**config.mk**
```make
export PLATFORM = sky130hd
export DESIGN_NAME = rfpc_frontend
export DESIGN_NICKNAME = d
export VERILOG_FILES = /design/src/hdl/rfpc_pkg.sv /design/src/hdl/rfpc_frontend.sv
export VERILOG_INCLUDE_DIRS = /design/src /design/src/hdl
export SDC_FILE = /design/constraint.sdc
export NUM_CORES = 1
export LEC_CHECK = 0
export ABC_CLOCK_PERIOD_IN_PS = 6300
export BUFFER_PORTS_ARGS = -buffer_cell sky130_fd_sc_hd__buf_4
export CAP_MARGIN = 20
export CORE_AREA = 3 3 96 98
export CTS_CLUSTER_DIAMETER = 50
export DETAILED_ROUTE_END_ITERATION = 8
export DIE_AREA = 0 0 99 101
export PLACE_DENSITY = 0.85
export RECOVER_POWER = 100
export SYNTH_ARGS = -nofsm -noshare
export SYNTH_HDL_FRONTEND = slang
export SYNTH_SLANG_ARGS = --single-unit
```
**constraint.sdc**
```tcl
create_clock -name clk_i -period 6.3 [get_ports clk_i]
set_input_delay 0.63 -clock clk_i [delete_from_list [all_inputs] [get_ports clk_i]]
set_output_delay 0.63 -clock clk_i [all_outputs]
set_load 0.01 [all_outputs]
```
**src/hdl/rfpc_defines.svh**
```systemverilog
/*
 * Offsets, field positions, reset values and timing counts of the RF front-end pin control block.
 * Assumes a 125 MHz system clock and a classic Wishbone slave with 32-bit data.
 */
`ifndef RFPC_DEFINES_SVH
`define RFPC_DEFINES_SVH

// Register byte addresses
`define RFPC_ADDR_MODE      8'h00
`define RFPC_ADDR_RAMP      8'h04
`define RFPC_ADDR_DAC       8'h08
`define RFPC_ADDR_CTRL      8'h0C
`define RFPC_ADDR_STATUS    8'h10

// Persistent key numbers, pin mode and ramp delay keys readable in the upper half of the mode and ramp registers
`define RFPC_KEY_INPUT_STYLE  16'h0020
`define RFPC_KEY_PIN_MODE     16'h0209
`define RFPC_KEY_RAMP_DELAY   16'h001D

// Field positions
`define RFPC_RAMP_DLY_HI    15
`define RFPC_RAMP_DLY_LO    8
`define RFPC_MODE_DIFF_BIT  8
`define RFPC_CTRL_RX_BIT    0
`define RFPC_CTRL_TX_BIT    1

// Reset values
`define RFPC_MODE_RST       3'h0
`define RFPC_RAMP_RST       16'h0000
`define RFPC_DAC_RST        8'h00

// Timing
`define RFPC_CLK_MHZ        125
`define RFPC_US_CYCLES      8'd125
`define RFPC_RAMP_STEPS     8'hFF

`endif

```
**src/hdl/rfpc_pkg.sv**
```systemverilog
/*
 * Types shared by the RF front-end pin control block.
 * Assumes nothing beyond the defines header.
 */
package rfpc_pkg;

    typedef enum logic [2:0] {
        RFPC_IDLE,
        RFPC_RAMP_UP,
        RFPC_CARRIER,
        RFPC_MODULATE,
        RFPC_RAMP_DOWN
    } rfpc_tx_state_t;

    typedef struct packed {
        logic       pin_active_high;
        logic       pins_used;
        logic       dac_used;
        logic       ramp_internal;
    } rfpc_mode_decode_t;

endpackage

```
**src/hdl/rfpc_frontend.sv**
```systemverilog
/*
 * RF front-end pin control: indicator pins, PA enable, power ramp, carrier hold and DAC word.
 * Assumes a classic Wishbone master, synchronous inputs and one 125 MHz clock.
 */
// The register addresses and the Wishbone register port were chosen for this implementation.
// Summary of operation
// - A stored configuration bit selects a single-ended or differential receive input.
// - A stored front-end mode value decides how the indicator pins and DAC drive external parts.
// - Mode 0 leaves both pins and the DAC unused and ramps power internally.
// - Modes 1, 2 and 4 drive the receive pin high in reception and the transmit pin high in transmission.
// - Mode 3 drives the receive pin low in reception and the transmit pin low in transmission.
// - Mode 1 leaves the DAC unused, while modes 2, 3 and 4 let the DAC set external amplifier gain.
// - Modes 2 and 3 leave ramping to the external amplifier, modes 0, 1 and 4 ramp internally.
// - The external amplifier is enabled only while a transmission is in progress.
// - With internal ramping, power is raised before a transmission and lowered after it.
// - Bits 15 to 8 of the ramp key give the post-ramp delay in microseconds.
// - An unmodulated carrier is sent during that delay and modulation starts only after it.
// - External gain is set by an 8-bit DAC word that scales as word over 255 of full scale.
`include "rfpc_defines.svh"

module rfpc_frontend (
    // Clock and reset
    input  wire logic        clk_i,
    input  wire logic        rst_i,
    // Wishbone slave
    input  wire logic        cyc_i,
    input  wire logic        stb_i,
    input  wire logic        we_i,
    input  wire logic [7:0]  adr_i,
    input  wire logic [3:0]  sel_i,
    input  wire logic [31:0] dat_i,
    output logic      [31:0] dat_o,
    output logic             ack_o,
    // Radio activity
    input  wire logic        rx_active_i,
    input  wire logic        tx_request_i,
    // Front-end pins
    output logic             rx_indicate_pin_o,
    output logic             tx_indicate_pin_o,
    output logic             pa_enable_o,
    output logic [7:0]       pa_power_pin_o,
    output logic [7:0]       int_pa_level_o,
    output logic             carrier_only_o,
    output logic             modulate_o,
    output logic             rf_receive_input_diff_o
);

    logic [2:0]                  rf_pin_mode_select;
    logic                        rx_input_diff;
    logic [15:0]                 tx_ramp_carrier_delay_key;
    logic [7:0]                  dac_level_word;
    rfpc_pkg::rfpc_mode_decode_t dec;
    rfpc_pkg::rfpc_tx_state_t    state;
    logic [7:0]                  ramp_level;
    logic [7:0]                  us_div;
    logic [7:0]                  us_left;
    logic                        wb_req;
    logic                        tx_busy;

    assign wb_req  = cyc_i && stb_i && !ack_o;
    assign tx_busy = state != rfpc_pkg::RFPC_IDLE;

    // Mode decode
    always_comb begin
        dec.pins_used       = rf_pin_mode_select != 3'h0;
        dec.pin_active_high = rf_pin_mode_select != 3'h3;
        dec.dac_used        = rf_pin_mode_select >= 3'h2 && rf_pin_mode_select <= 3'h4;
        dec.ramp_internal   = rf_pin_mode_select != 3'h2 && rf_pin_mode_select != 3'h3;
    end

    // Bus acknowledge, one cycle after the request
    always_ff @(posedge clk_i) begin
        if (rst_i) begin
            ack_o <= 1'b0;
        end else begin
            ack_o <= wb_req;
        end
    end

    // Configuration registers
    always_ff @(posedge clk_i) begin
        if (rst_i) begin
            rf_pin_mode_select        <= `RFPC_MODE_RST;
            rx_input_diff             <= 1'b0;
            tx_ramp_carrier_delay_key <= `RFPC_RAMP_RST;
            dac_level_word            <= `RFPC_DAC_RST;
        end else if (wb_req && we_i) begin
            case (adr_i)
                `RFPC_ADDR_MODE: begin
                    if (sel_i[0]) begin
                        rf_pin_mode_select <= dat_i[2:0];
                    end
                    if (sel_i[1]) begin
                        rx_input_diff <= dat_i[`RFPC_MODE_DIFF_BIT];
                    end
                end
                `RFPC_ADDR_RAMP: begin
                    if (sel_i[0]) begin
                        tx_ramp_carrier_delay_key[7:0] <= dat_i[7:0];
                    end
                    if (sel_i[1]) begin
                        tx_ramp_carrier_delay_key[15:8] <= dat_i[15:8];
                    end
                end
                `RFPC_ADDR_DAC: begin
                    if (sel_i[0]) begin
                        dac_level_word <= dat_i[7:0];
                    end
                end
                default: begin
                end
            endcase
        end
    end

    // Read data
    always_ff @(posedge clk_i) begin
        if (rst_i) begin
            dat_o <= 32'h0;
        end else if (wb_req && !we_i) begin
            case (adr_i)
                `RFPC_ADDR_MODE:   dat_o <= {`RFPC_KEY_PIN_MODE, 7'h0, rx_input_diff, 5'h0, rf_pin_mode_select};
                `RFPC_ADDR_RAMP:   dat_o <= {`RFPC_KEY_RAMP_DELAY, tx_ramp_carrier_delay_key};
                `RFPC_ADDR_DAC:    dat_o <= {24'h0, dac_level_word};
                `RFPC_ADDR_STATUS: dat_o <= {16'h0, ramp_level, 2'h0, modulate_o, carrier_only_o,
                                             pa_enable_o, state};
                default:           dat_o <= 32'h0;
            endcase
        end
    end

    // Transmit sequence
    always_ff @(posedge clk_i) begin
        if (rst_i) begin
            state      <= rfpc_pkg::RFPC_IDLE;
            ramp_level <= 8'h00;
            us_div     <= 8'h00;
            us_left    <= 8'h00;
        end else begin
            case (state)
                rfpc_pkg::RFPC_IDLE: begin
                    ramp_level <= 8'h00;
                    if (tx_request_i) begin
                        state <= rfpc_pkg::RFPC_RAMP_UP;
                    end
                end
                rfpc_pkg::RFPC_RAMP_UP: begin
                    if (!dec.ramp_internal || ramp_level == `RFPC_RAMP_STEPS) begin
                        state   <= rfpc_pkg::RFPC_CARRIER;
                        us_left <= tx_ramp_carrier_delay_key[`RFPC_RAMP_DLY_HI:`RFPC_RAMP_DLY_LO];
                        us_div  <= 8'h00;
                    end else begin
                        ramp_level <= ramp_level + 8'h01;
                    end
                end
                rfpc_pkg::RFPC_CARRIER: begin
                    if (us_left == 8'h00) begin
                        state <= rfpc_pkg::RFPC_MODULATE;
                    end else if (us_div == `RFPC_US_CYCLES - 8'h01) begin
                        us_div  <= 8'h00;
                        us_left <= us_left - 8'h01;
                    end else begin
                        us_div <= us_div + 8'h01;
                    end
                end
                rfpc_pkg::RFPC_MODULATE: begin
                    if (!tx_request_i) begin
                        state <= rfpc_pkg::RFPC_RAMP_DOWN;
                    end
                end
                rfpc_pkg::RFPC_RAMP_DOWN: begin
                    if (!dec.ramp_internal || ramp_level == 8'h00) begin
                        state      <= rfpc_pkg::RFPC_IDLE;
                        ramp_level <= 8'h00;
                    end else begin
                        ramp_level <= ramp_level - 8'h01;
                    end
                end
                default: begin
                    state <= rfpc_pkg::RFPC_IDLE;
                end
            endcase
        end
    end

    // Receive input style
    always_ff @(posedge clk_i) begin
        if (rst_i) begin
            rf_receive_input_diff_o <= 1'b0;
        end else begin
            rf_receive_input_diff_o <= rx_input_diff;
        end
    end

    a_diff_follow: assert property (@(posedge clk_i) disable iff (rst_i)
        wb_req && we_i && adr_i == `RFPC_ADDR_MODE && sel_i[1]
        |=> ##1 rf_receive_input_diff_o == $past(dat_i[`RFPC_MODE_DIFF_BIT], 2)) else $error("diff input not stored");

    // Receive indicator, quiet while transmitting
    always_ff @(posedge clk_i) begin
        if (rst_i) begin
            rx_indicate_pin_o <= 1'b0;
        end else if (dec.pins_used) begin
            rx_indicate_pin_o <= (rx_active_i && !tx_busy) ~^ dec.pin_active_high;
        end else begin
            rx_indicate_pin_o <= 1'b0;
        end
    end

    a_rx_high_pin: assert property (@(posedge clk_i) disable iff (rst_i)
        (rf_pin_mode_select inside {3'h1, 3'h2, 3'h4}) && rx_active_i && !tx_busy |=> rx_indicate_pin_o)
        else $error("active-high rx pin low");

    a_rx_low_pin: assert property (@(posedge clk_i) disable iff (rst_i)
        rf_pin_mode_select == 3'h3 && rx_active_i && !tx_busy |=> !rx_indicate_pin_o) else $error("mode 3 rx pin high");

    // Transmit indicator
    always_ff @(posedge clk_i) begin
        if (rst_i) begin
            tx_indicate_pin_o <= 1'b0;
        end else if (dec.pins_used) begin
            tx_indicate_pin_o <= tx_busy ~^ dec.pin_active_high;
        end else begin
            tx_indicate_pin_o <= 1'b0;
        end
    end

    a_idle_low: assert property (@(posedge clk_i) disable iff (rst_i)
        (rf_pin_mode_select inside {3'h1, 3'h2, 3'h4}) && !tx_busy && !rx_active_i
        |=> !rx_indicate_pin_o && !tx_indicate_pin_o) else $error("active-high idle pins not low");

    always_ff @(posedge clk_i) begin
        if (rst_i) begin
            pa_enable_o <= 1'b0;
        end else begin
            pa_enable_o <= dec.pins_used && tx_busy;
        end
    end

    a_pa_during_tx: assert property (@(posedge clk_i) disable iff (rst_i)
        rf_pin_mode_select != 3'h0 && tx_busy |=> pa_enable_o) else $error("PA off during transmission");

    always_ff @(posedge clk_i) begin
        if (rst_i) begin
            pa_power_pin_o <= 8'h00;
        end else begin
            pa_power_pin_o <= (dec.dac_used && tx_busy) ? dac_level_word : 8'h00;
        end
    end

    a_dac_gain: assert property (@(posedge clk_i) disable iff (rst_i)
        (rf_pin_mode_select inside {3'h2, 3'h3, 3'h4}) && tx_busy |=> pa_power_pin_o == $past(dac_level_word))
        else $error("DAC word not driven");

    // Internal PA level steps 0 to full with internal ramping, and jumps to full when the amplifier ramps externally
    always_ff @(posedge clk_i) begin
        if (rst_i) begin
            int_pa_level_o <= 8'h00;
        end else begin
            int_pa_level_o <= dec.ramp_internal ? ramp_level : (tx_busy ? 8'hFF : 8'h00);
        end
    end

    a_ext_level: assert property (@(posedge clk_i) disable iff (rst_i)
        !dec.ramp_internal |=> int_pa_level_o == ($past(tx_busy) ? 8'hFF : 8'h00)) else $error("external level wrong");

    a_int_level: assert property (@(posedge clk_i) disable iff (rst_i)
        dec.ramp_internal |=> int_pa_level_o == $past(ramp_level)) else $error("internal level wrong");

    always_ff @(posedge clk_i) begin
        if (rst_i) begin
            carrier_only_o <= 1'b0;
        end else begin
            carrier_only_o <= state == rfpc_pkg::RFPC_CARRIER;
        end
    end

    a_carrier_out: assert property (@(posedge clk_i) disable iff (rst_i)
        state == rfpc_pkg::RFPC_CARRIER |=> carrier_only_o && !modulate_o) else $error("carrier flag wrong");

    always_ff @(posedge clk_i) begin
        if (rst_i) begin
            modulate_o <= 1'b0;
        end else begin
            modulate_o <= state == rfpc_pkg::RFPC_MODULATE;
        end
    end

    a_no_mod_carrier: assert property (@(posedge clk_i) disable iff (rst_i)
        !(carrier_only_o && modulate_o)) else $error("modulation during carrier hold");

    a_mode_store: assert property (@(posedge clk_i) disable iff (rst_i)
        wb_req && we_i && adr_i == `RFPC_ADDR_MODE && sel_i[0]
        |=> rf_pin_mode_select == $past(dat_i[2:0])) else $error("mode not stored");

    a_ramp_store: assert property (@(posedge clk_i) disable iff (rst_i)
        wb_req && we_i && adr_i == `RFPC_ADDR_RAMP && sel_i[1]
        |=> tx_ramp_carrier_delay_key[15:8] == $past(dat_i[15:8])) else $error("delay not stored");

    a_dac_store: assert property (@(posedge clk_i) disable iff (rst_i)
        wb_req && we_i && adr_i == `RFPC_ADDR_DAC && sel_i[0]
        |=> dac_level_word == $past(dat_i[7:0])) else $error("DAC word not stored");

    a_ack_follows: assert property (@(posedge clk_i) disable iff (rst_i)
        wb_req |=> ack_o) else $error("request not acknowledged");

    a_ramp_falls: assert property (@(posedge clk_i) disable iff (rst_i)
        state == rfpc_pkg::RFPC_RAMP_DOWN && dec.ramp_internal && ramp_level != 8'h00
        |=> ramp_level == $past(ramp_level) - 8'h01) else $error("ramp not falling");

    a_idle_stays: assert property (@(posedge clk_i) disable iff (rst_i)
        state == rfpc_pkg::RFPC_IDLE && !tx_request_i |=> state == rfpc_pkg::RFPC_IDLE)
        else $error("transmission without request");

    a_bus_ack_once: assert property (@(posedge clk_i) disable iff (rst_i)
        ack_o |=> !ack_o) else $error("ack held two cycles");
    a_pa_only_tx: assert property (@(posedge clk_i) disable iff (rst_i)
        pa_enable_o |-> $past(tx_busy)) else $error("PA enabled outside transmission");
    a_mode0_idle: assert property (@(posedge clk_i) disable iff (rst_i)
        $past(rf_pin_mode_select) == 3'h0 |-> !rx_indicate_pin_o && !tx_indicate_pin_o && pa_power_pin_o == 8'h00)
        else $error("mode 0 pins not idle");
    a_high_tx_pin: assert property (@(posedge clk_i) disable iff (rst_i)
        (rf_pin_mode_select inside {3'h1, 3'h2, 3'h4}) && tx_busy |=> tx_indicate_pin_o)
        else $error("active-high tx pin low");
    a_low_tx_pin: assert property (@(posedge clk_i) disable iff (rst_i)
        rf_pin_mode_select == 3'h3 && tx_busy |=> !tx_indicate_pin_o) else $error("mode 3 tx pin high");
    a_idle_pins: assert property (@(posedge clk_i) disable iff (rst_i)
        rf_pin_mode_select == 3'h3 && !tx_busy && !rx_active_i |=> rx_indicate_pin_o && tx_indicate_pin_o)
        else $error("mode 3 idle pins not high");
    a_dac_mode1: assert property (@(posedge clk_i) disable iff (rst_i)
        rf_pin_mode_select == 3'h1 |=> pa_power_pin_o == 8'h00) else $error("DAC used in mode 1");
    a_ext_ramp: assert property (@(posedge clk_i) disable iff (rst_i)
        state == rfpc_pkg::RFPC_RAMP_UP && !dec.ramp_internal |=> state == rfpc_pkg::RFPC_CARRIER)
        else $error("external ramp not skipped");
    a_ramp_rises: assert property (@(posedge clk_i) disable iff (rst_i)
        state == rfpc_pkg::RFPC_RAMP_UP && dec.ramp_internal && ramp_level != 8'hFF
        |=> ramp_level == $past(ramp_level) + 8'h01) else $error("ramp not rising");
    a_carrier_zero: assert property (@(posedge clk_i) disable iff (rst_i)
        state == rfpc_pkg::RFPC_CARRIER && us_left == 8'h00 |=> state == rfpc_pkg::RFPC_MODULATE)
        else $error("carrier hold overran");
    a_carrier_tick: assert property (@(posedge clk_i) disable iff (rst_i)
        state == rfpc_pkg::RFPC_CARRIER && us_left != 8'h00 && us_div == 8'h00
        |-> ##124 us_div == 8'd124 ##1 us_left == $past(us_left, 125) - 8'h01) else $error("microsecond count wrong");

endmodule

```
# After elaboration in Yosys (flattened, before gate mapping)
# Cells that the tools add are included.
classes:
  magnitude_cmp: 2
  eq_ne: 19
  reduce_logical: 34
  add_sub_neg: 4
  bitwise_logic: 4
  muxes: 20
ops:
  columns: ["cell", "n"]
  rows:
  - ["case mux 26 bit (4 select lines)", 1]
  - ["two-way mux 8 bit", 10]
  - ["case mux 8 bit (2 select lines)", 2]
  - ["zero test 8 bit", 3]
  - ["case mux 8 bit (3 select lines)", 1]
  - ["AND reduction 3 bit", 6]
  - ["adder 8 x 1 -> 8 bit (second input constant)", 2]
  - ["inequality test 2 bit (second input constant)", 8]
  - ["subtractor 8 x 1 -> 8 bit (second input constant)", 2]
  - ["two-way mux 3 bit", 5]
  - ["case mux 3 bit (5 select lines)", 1]
  - ["logical AND 1 bit", 9]
  - ["nonzero test 3 bit", 3]
  - ["== test 8 x 3 -> 1 bit (second input constant)", 1]
  - ["== test 8 x 4 -> 1 bit (second input constant)", 1]
  - ["== test 8 x 5 -> 1 bit (second input constant)", 1]
  - ["== test 8 x 7 -> 1 bit (second input constant)", 1]
  - ["== test 8 bit (second input constant)", 1]
  - ["== test 3 x 2 -> 1 bit (second input constant)", 2]
  - ["inequality test 3 x 2 -> 1 bit (second input constant)", 2]
  - ["AND reduction 5 bit", 1]
  - ["zero test 1 bit", 4]
  - ["AND reduction 4 bit", 1]
  - ["OR reduction 2 bit", 2]
  - ["10 further kinds", 13]
word_totals:
  reg_bits: 110
  elab_cells: 102
  output_inout_bits: 55
  in_bits: 51

# Logic depth before layout (Yosys ltp)
# Gate-level depths: netlist of run 1.
logic_depth:
  word_depth: 6
  ltp_mapped: 8
  ltp_nobuf: 7

# Worst setup path after synthesis of run 1
# Ideal clock, no wire load.
synth_timing:
  kind: "in2reg"
  start: "input adr_i[2]"
  end: "register rf_pin_mode_select[0]"
  t_required_ps: 6172
  setup_slack_ps: 4093
  setup_ps: 128
  path_stages: 6
  path_buffers: 1
  arrival_time_ps: 2079
  cell_sequence: "clkbuf_1 > or3_1 > nor4_1 > nand2b_1 > mux2i_1 > nor2_1"
synth_between:
  elab_chain_len: 2
synth_rtl:
  columns: ["item", "line_no", "rtl"]
  rows:
  - ["start, declared", "rfpc_frontend.sv:29", "input wire logic [7:0] adr_i,"]
  - ["zero test 8 bit", "rfpc_frontend.sv:88", "case (adr_i)"]
  - ["AND reduction 3 bit (no source line)", null, null]
  - ["end signal, assigned", "rfpc_frontend.sv:83", "rf_pin_mode_select <= `RFPC_MODE_RST;"]
  - ["end signal, assigned", "rfpc_frontend.sv:91", "rf_pin_mode_select <= dat_i[2:0];"]
  - ["end, declared", "rfpc_frontend.sv:48", "logic [2:0] rf_pin_mode_select;"]
# No other way between the ends.
# A chain may end at the register's enable or synchronous reset.

==> out/metrics.yaml, run 1 <==
status:
  status: "finished with violations"
  violations: "max-capacitance violations, max-slew violations"
setup_path:
  crit_path_top_delay_cell: "clkbuf_1"
  r2r_setup_slack_ns: 3.32
  worstPathArrival_ns: 4.60
  required_ns: 6.55
  r2r-start: "state[1]"
  slowest_delay_ns: 2.02
  rr_endpoint: "us_left[1]"
  cp_cell_sequence: "clkbuf_1 -> inv_1 -> and2_0 -> a22oi_1 -> o21ai_1"
  rr_worst_depth: 5
  endpoint_kind: "flop"
  path_class: "in2reg"
  crit_fanout: 66
  crit_path_start_kind: "input port"
layout:
  num_antenna_cells: 0
  final_net_count: 641
  final_cells: 695
  register_area_sq_um: 1940
  area_growth_pct: 11.4
  finalInstanceArea_sq_um: 5200
  n_fill_cell: 749
  multi_input_area_sq_um: 2470
  drive_gt1_share_pct: 10.1
  post-route-util_pct: 60.8
logic_synthesis:
  yosys_most_used_dff: "dfxtp_1"
  synth_simple_gate_area_share_pct: 21.4
  synth-xor-area-share_pct: 0.188
  yosysTopAreaCell: "dfxtp_1"
  synth_compound_area_share_pct: 20.2
  async_reset_ff_share_pct: 0
  ys_seq_elements: 97
  synth_top_family_by_area: "simple AND/OR/NAND/NOR gates"
  synth_edf_count: 0
  post_synth_main_area_contributors: "dfxtp_1, mux2i_1, nor2_1"
  netlist_instances: 531
  yosysSeqAreaShare_pct: 41.6
  synth_area_sq_um: 4670
  synth.distinct_cells: 71
  synth_top_area_share_pct: 41.6
  avgSynthCellArea_sq_um: 8.80
  ys_warn_count: 0
  synthAdderAreaFrac_pct: 2.09
  synth_mux_area_share_pct: 8.36
clock_tree:
  htreeDepth: 3
  cts-root-buf: "clkbuf_8"
  clk-insertion-delay-late_ns: 0.37
  clockBufferDepth: 2
  cts_resized: 0
  holdBufCountCts: 0
  cts_tree: "done"
  cts_buffers: 9
  cts_sinks: 97
  post-cts-setup-buffers: 0
  path_clk_slew_ns: 0.09
routing:
  dr_total_vias: 4185
  wl_per_cell_um: 16.7
  drt_wl_total_mm: 11.6
  first_pass_iters: 6
  drc: 0
  drt-initial-drc-count: 288
  via_per_inst: 6.02
  antenna_left: 0
global_routing:
  grt_overflow: 0
  grt_pass1_wl_mm: 19.2
  grt.total_usage_pct: 23.4
  grt_max_degree: 67
  grt_pass1_vias: 3986
  top_usage_layer: "met2"
  antenna_found_initial: 0
  use_met1_pct: 30.8
  gr-usage-met2_pct: 39.2
  met3_usage_pct: 3.94
power_and_ir_drop:
  peakVddDrop_v: 0.000151
  powerDensity_nw_per_um2: 268
  leakagePower_nw: 1.88
  totalPowerFinal_mw: 1.39
placed_design:
  dpl.hpwl_mm: 8.31
  gp_congestion: 0.907
  dp.cells: 680
  numPortBuffers: 76
  dpl_cell_area_sq_um: 5190
  pre_cts_ws_ns: 3.14
die:
  dieHeight_um: 101
  fp.dieArea_sq_um: 10000
  rows: 34
  core_area_sq_um: 8550
  die_width_um: 99
  ios: 106
  start_util_pct: 54.6
sta:
  fin_setup_tns_ns: 0
  finalWorstSetupSlack_ns: 1.95
  maxSlewViolCount: 67
  finalHoldViolCount: 0
  finalCritPeriodShare_pct: 69.1
  period_needed_ns: 4.35
  rsz0062_at_grt: "no"
  setup_viol: 0
  worst_pin_slew_ns: 2.91
  hold_slack_ns: 0.464
  fin_skew_ns: 0.00784
  max_slew_margin_pct: -94.0
  fmax_ghz: 0.230
hold_path:
  hold_end: "dat_o[9]"
  hp-class: "reg2reg"
  holdCritStartpoint: "dat_o[9]"
  whs_path_depth: 2
job:
  cap_violations: 1
==> how the worst max path moves through the flow <==
stage                     slack [ns]  cells past startpoint      from                            to
after global routing            1.66                      5     rst_i                      dat_o[0]
after global placement          3.30                      6  adr_i[4]  tx_ramp_carrier_delay_key[1]
after CTS                       3.51                      6  adr_i[4]  tx_ramp_carrier_delay_key[1]
after floorplan                 4.09                      6  adr_i[2]         rf_pin_mode_select[0]
final                           1.95                      5     rst_i                      dat_o[0]
after detailed placement        3.14                      6  adr_i[4]  tx_ramp_carrier_delay_key[1]
==> worst max-delay path: cells and delay by family <==
kind	cells	cell delay [ns]
and+or+nand+nor	1	0.65
AOI/OAI and AO/OA	2	0.47
buffers and inverters	2	2.81
==> flip-flops by register name, summed over array words and instances, names as in the netlist, 8 cells and up <==
register and cells:
dat_o 19, tx_ramp_carrier_delay_key 16, dac_level_word 8, int_pa_level_o 8
pa_power_pin_o 8, ramp_level 8, us_div 8, us_left 8
==> cells by family (layout without fill, tap and decap cells) <==
| group | count (synthesis) | count (layout) |
|---|---|---|
| buffers and inverters | 60 | 106 |
| other | 1 | 11 |
| XOR/XNOR | 1 | 1 |
| flip-flops | 97 | 97 |
| AND/OR/NAND/NOR | 192 | 192 |
| multiplexers | 39 | 39 |
| adder cells (fa/ha/maj) | 8 | 8 |
| AO/OA/AOI/OAI | 133 | 133 |
==> layout by cell type (no fill, tap or decap), types with 5 or more instances in the layout <==
cell type	count
clkbuf_8	10
nand2_1	36
mux2i_1	39
dfxtp_1	97
a22o_1	11
nor3_1	12
a21oi_1	31
o32ai_1	6
nor2_1	63
buf_4	32
clkbuf_1	49
o21ai_0	19
a22oi_1	19
conb_1	11
and3_1	7
and2_0	10
nand4_1	5
ha_1	7
nor2b_1	7
o21a_1	6
or3_1	6
nand3_1	15
inv_1	13
==> power by group <==
part	switching, mW	internal, mW
Sequential	0.0384	0.632
Clock	0.211	0.194
Combinational	0.198	0.121
==> cell usage after synthesis, drive strengths merged, types with 3 or more instances <==
library cell,n
a21o,4
a22o,11
nor4,6
nor3,13
or4,5
inv,13
or3,7
and3,7
nor2b,7
nor3b,4
or3b,3
nand2b,3
mux2i,39
dfxtp,97
and2,11
ha,7
a311oi,5
o32ai,6
o211ai,3
nand4,5
o21a,6
nand2,36
buf,20
a22oi,19
a211oi,4
nor2,63
a21oi,32
nand3,15
o21ai,20
clkbuf,27
==> cell type report <==
| cell class | instances | area share, % |
|---|---|---|
| repair buffers | 78 | 7.94 |
| well taps | 108 | 2.60 |
| clock buffers | 13 | 2.86 |
| flip-flops and latches | 97 | 37.3 |
| inverters | 13 | 0.938 |
| multi-input cells | 384 | 47.6 |
| clock inverters | 2 | 0.746 |
==> layer usage <==
layer  share of wire (%)  vias up
li1                    -     2014
met1                  44     1965
met2                  47      187
met3                 7.2       19
met4                 1.5        0
met5                   0        -
(Power assumes the default switching activity.)
==> inputs of run 2 (changes only) <==
- ABC_AREA: not set -> 1
- ABC_CLOCK_PERIOD_IN_PS: 6300 -> 4400
- CORE_AREA: 3 3 96 98 -> 3 3 99 101
- DIE_AREA: 0 0 99 101 -> 0 0 102 104
- PLACE_DENSITY: 0.85 -> 0.82
- clock period: 6.3 -> 4.4 ns (I/O delays scaled with it)
==> out/metrics.yaml, run 2 <==
sta:
  fmax_ghz: 0.346
  fin_setup_tns_ns: 0  # unchanged
  maxSlewViolCount: 42  # -37%
  fin_skew_ns: 0.0170  # +0.00919 ns
  period_needed_ns: 2.89
  max_slew_margin_pct: -33.7  # +60 points
  rsz0062_at_grt: "no"
  finalCritPeriodShare_pct: 65.6
  finalWorstSetupSlack_ns: 1.51  # -0.437 ns
  finalHoldViolCount: 0  # unchanged
  hold_slack_ns: 0.251  # -0.213 ns
  setup_viol: 0  # unchanged
  worst_pin_slew_ns: 2.00  # -0.906 ns
layout:
  mostFrequentLayoutCell: "nand2_1"
  largest_register_ffs: 19  # unchanged
  layout_common_cells: "nand2_1, nor2_1, dfxtp_1"
  regMostFlops: "dat_o"
  area_growth_pct: 11.5
  top_regs: "dat_o: 19 flops, tx_ramp_carrier_delay_key: 16 flops"
  n_fill_cell: 893  # +19%
  register_area_sq_um: 1940  # unchanged
  multi_input_area_sq_um: 2300  # -7.0%
  drive_gt1_share_pct: 9.23  # -0.82 points
  final_net_count: 822  # +28%
  num_antenna_cells: 0  # unchanged
power_and_ir_drop:
  clock_power_share_pct: 24.2  # -4.8 points
  p_seq_share_pct: 42.5  # -5.6 points
  peakVddDrop_v: 0.000262  # +74%
  netSwitchingPower_mw: 0.943  # +110%
  powerDensity_nw_per_um2: 443  # +65%
  swShare_pct: 39.9  # +7.8 points
  leakagePower_nw: 2.20  # +17%
  internal_power_mw: 1.42  # +50%
  totalPowerFinal_mw: 2.36  # +70%
  power_frac_comb_pct: 33.3  # +10 points
setup_path:
  crit_path_start_kind: "input port"
  slowest_delay_ns: 1.41  # -0.61 ns
  cp_cell_sequence: "clkbuf_1 -> inv_1 -> o211ai_1 -> nor2_1"
  endpoint_kind: "flop"
  crit_path_top_delay_cell: "clkbuf_1"
  crit_fanout: 41  # -38%
  required_ns: 4.65  # -1.90 ns
  worstPathArrival_ns: 3.13  # -1.47 ns
  path_class: "in2reg"
hold_path:
  hp-class: "in2reg"
logic_synthesis:
  synth_top_area_share_pct: 40.6  # -0.98 points
  avgSynthCellArea_sq_um: 6.81  # -23%
  synth_area_sq_um: 4780  # +2.4%
  synth-xor-area-share_pct: 0.549  # +0.36 points
  synth_compound_area_share_pct: 16.9  # -3.3 points
  synth_mux_area_share_pct: 0  # -8.4 points
  yosysTopAreaCell: "dfxtp_1"
  synth_most_common_cell: "nand2_1"
  ys_warn_count: 0  # unchanged
  synth_simple_gate_area_share_pct: 28.5  # +7.1 points
  synth.distinct_cells: 34  # -52%
  ys_seq_elements: 97  # unchanged
  post_synth_main_area_contributors: "dfxtp_1, nand2_1, nor2_1"
  synthAdderAreaFrac_pct: 1.83  # -0.26 points
  synth_edf_count: 0  # unchanged
  yosys_most_used_dff: "dfxtp_1"
  yosysSeqAreaShare_pct: 40.6  # -0.98 points
  synth_top_family_by_area: "simple AND/OR/NAND/NOR gates"
  async_reset_ff_share_pct: 0  # unchanged
  synth_commonest_cells: "nand2_1, nor2_1, dfxtp_1"
  netlist_instances: 702  # +32%
global_routing:
  grt_pass1_wl_mm: 19.5  # +1.5%
  grt_overflow: 0  # unchanged
  grt_pass1_vias: 4273  # +7.2%
  antenna_found_initial: 0  # unchanged
  grt_max_degree: 42  # -37%
  grt.total_usage_pct: 22.5  # -0.89 points
clock_tree:
  cts_buffers: 9  # unchanged
  clk-insertion-delay-late_ns: 0.38  # about the same
  holdBufCountCts: 0  # unchanged
  cts_tree: "done"
  cts-root-buf: "clkbuf_8"
  htreeDepth: 3  # unchanged
  clockBufferDepth: 2  # unchanged
  cts_resized: 0  # unchanged
  path_clk_slew_ns: 0.10  # about the same
  post-cts-setup-buffers: 0  # unchanged
  cts_sinks: 97  # unchanged
die:
  fp.dieArea_sq_um: 10600  # +6.1%
  die_width_um: 102  # +3.0%
  core_area_sq_um: 9110  # +6.5%
  ios: 106  # unchanged
  rows: 35  # +2.9%
  start_util_pct: 52.5  # -2.1 points
  dieHeight_um: 104  # +3.0%
routing:
  antenna_left: 0  # unchanged
  wl_per_cell_um: 13.3  # -21%
  via_per_inst: 5.26  # -13%
  drt_wl_total_mm: 11.7  # +0.66%
  drt-initial-drc-count: 258  # -10%
  dr_total_vias: 4626  # +11%
  drc: 0  # unchanged
  first_pass_iters: 5  # -1
placed_design:
  dpl.hpwl_mm: 8.55  # +2.8%
  numPortBuffers: 76  # unchanged
  gp_congestion: 0.917  # +1.2%
  pre_cts_ws_ns: 2.07  # -1.07 ns
status:
  status: "finished with violations"
  violations: "max-capacitance violations, max-slew violations"
job:
  cap_violations: 1  # unchanged
-- run 2: worst paths after layout --
check / from / end / cells after the start / slack, ns
setup / recovery: rst_i / pa_power_pin_o[6] / 4 / 1.51
hold reg to reg: dac_level_word[4] / pa_power_pin_o[4] / 2 / 0.46
setup reg to reg: state[2] / us_left[4] / 9 / 1.98
hold / removal: rx_active_i / rx_indicate_pin_o / 2 / 0.25
-- run 2: final cells by class --
type,instances,share of cell area (%)
clock buffers,10,2.58
clock inverters,6,1.13
inverters,87,6.17
multi-input cells,490,43.2
flip-flops and latches,97,36.4
well taps,111,2.60
repair buffers,79,7.95
-- run 2: cells by family (layout without fill, tap and decap cells) --
kind of cell	after synthesis	count (layout)
and+or+nand+nor	317	317
xor gates and xnor gates	3	3
adders and majority gates	7	7
buffers and inverters	125	182
AOI/OAI and AO/OA	152	152
DFF	97	97
other	1	11
-- run 2: power groups by stage --
stage	combinational, mW	clock [mW]	sequential [mW]
after floorplan	0.670	0	1.01
after global placement	0.793	0	1.02
after detailed placement	0.816	0	1.02
after CTS	0.822	0.580	1.01
after global routing	0.910	0.615	1.01
final	0.787	0.572	1.01
-- run 2: critical path: cells and delay by family --
| kind | cells | cell delay (ns) |
|---|---|---|
| compound gates | 1 | 0.57 |
| simple gates | 1 | 0.09 |
| buf+inv | 2 | 2.02 |
-- run 2: per-layer routing --
metal  track usage [%]  part of all wire [%]
met5                 0                     0
met4              5.72                   1.1
met3              4.23                   6.3
met2              36.6                    46
met1              30.5                    46
-- run 2: through the flow --
step / utilization, % / cell area, sq um / instances
2_1_floorplan: - / 4820 / 712
3_3_place_gp: 58.5 / 5330 / 864
3_5_place_dp: 58.5 / 5330 / 864
4_1_cts: 60.7 / 5530 / 880
5_1_grt: 58.6 / 5330 / 880
6_report: 58.6 / 5330 / 880
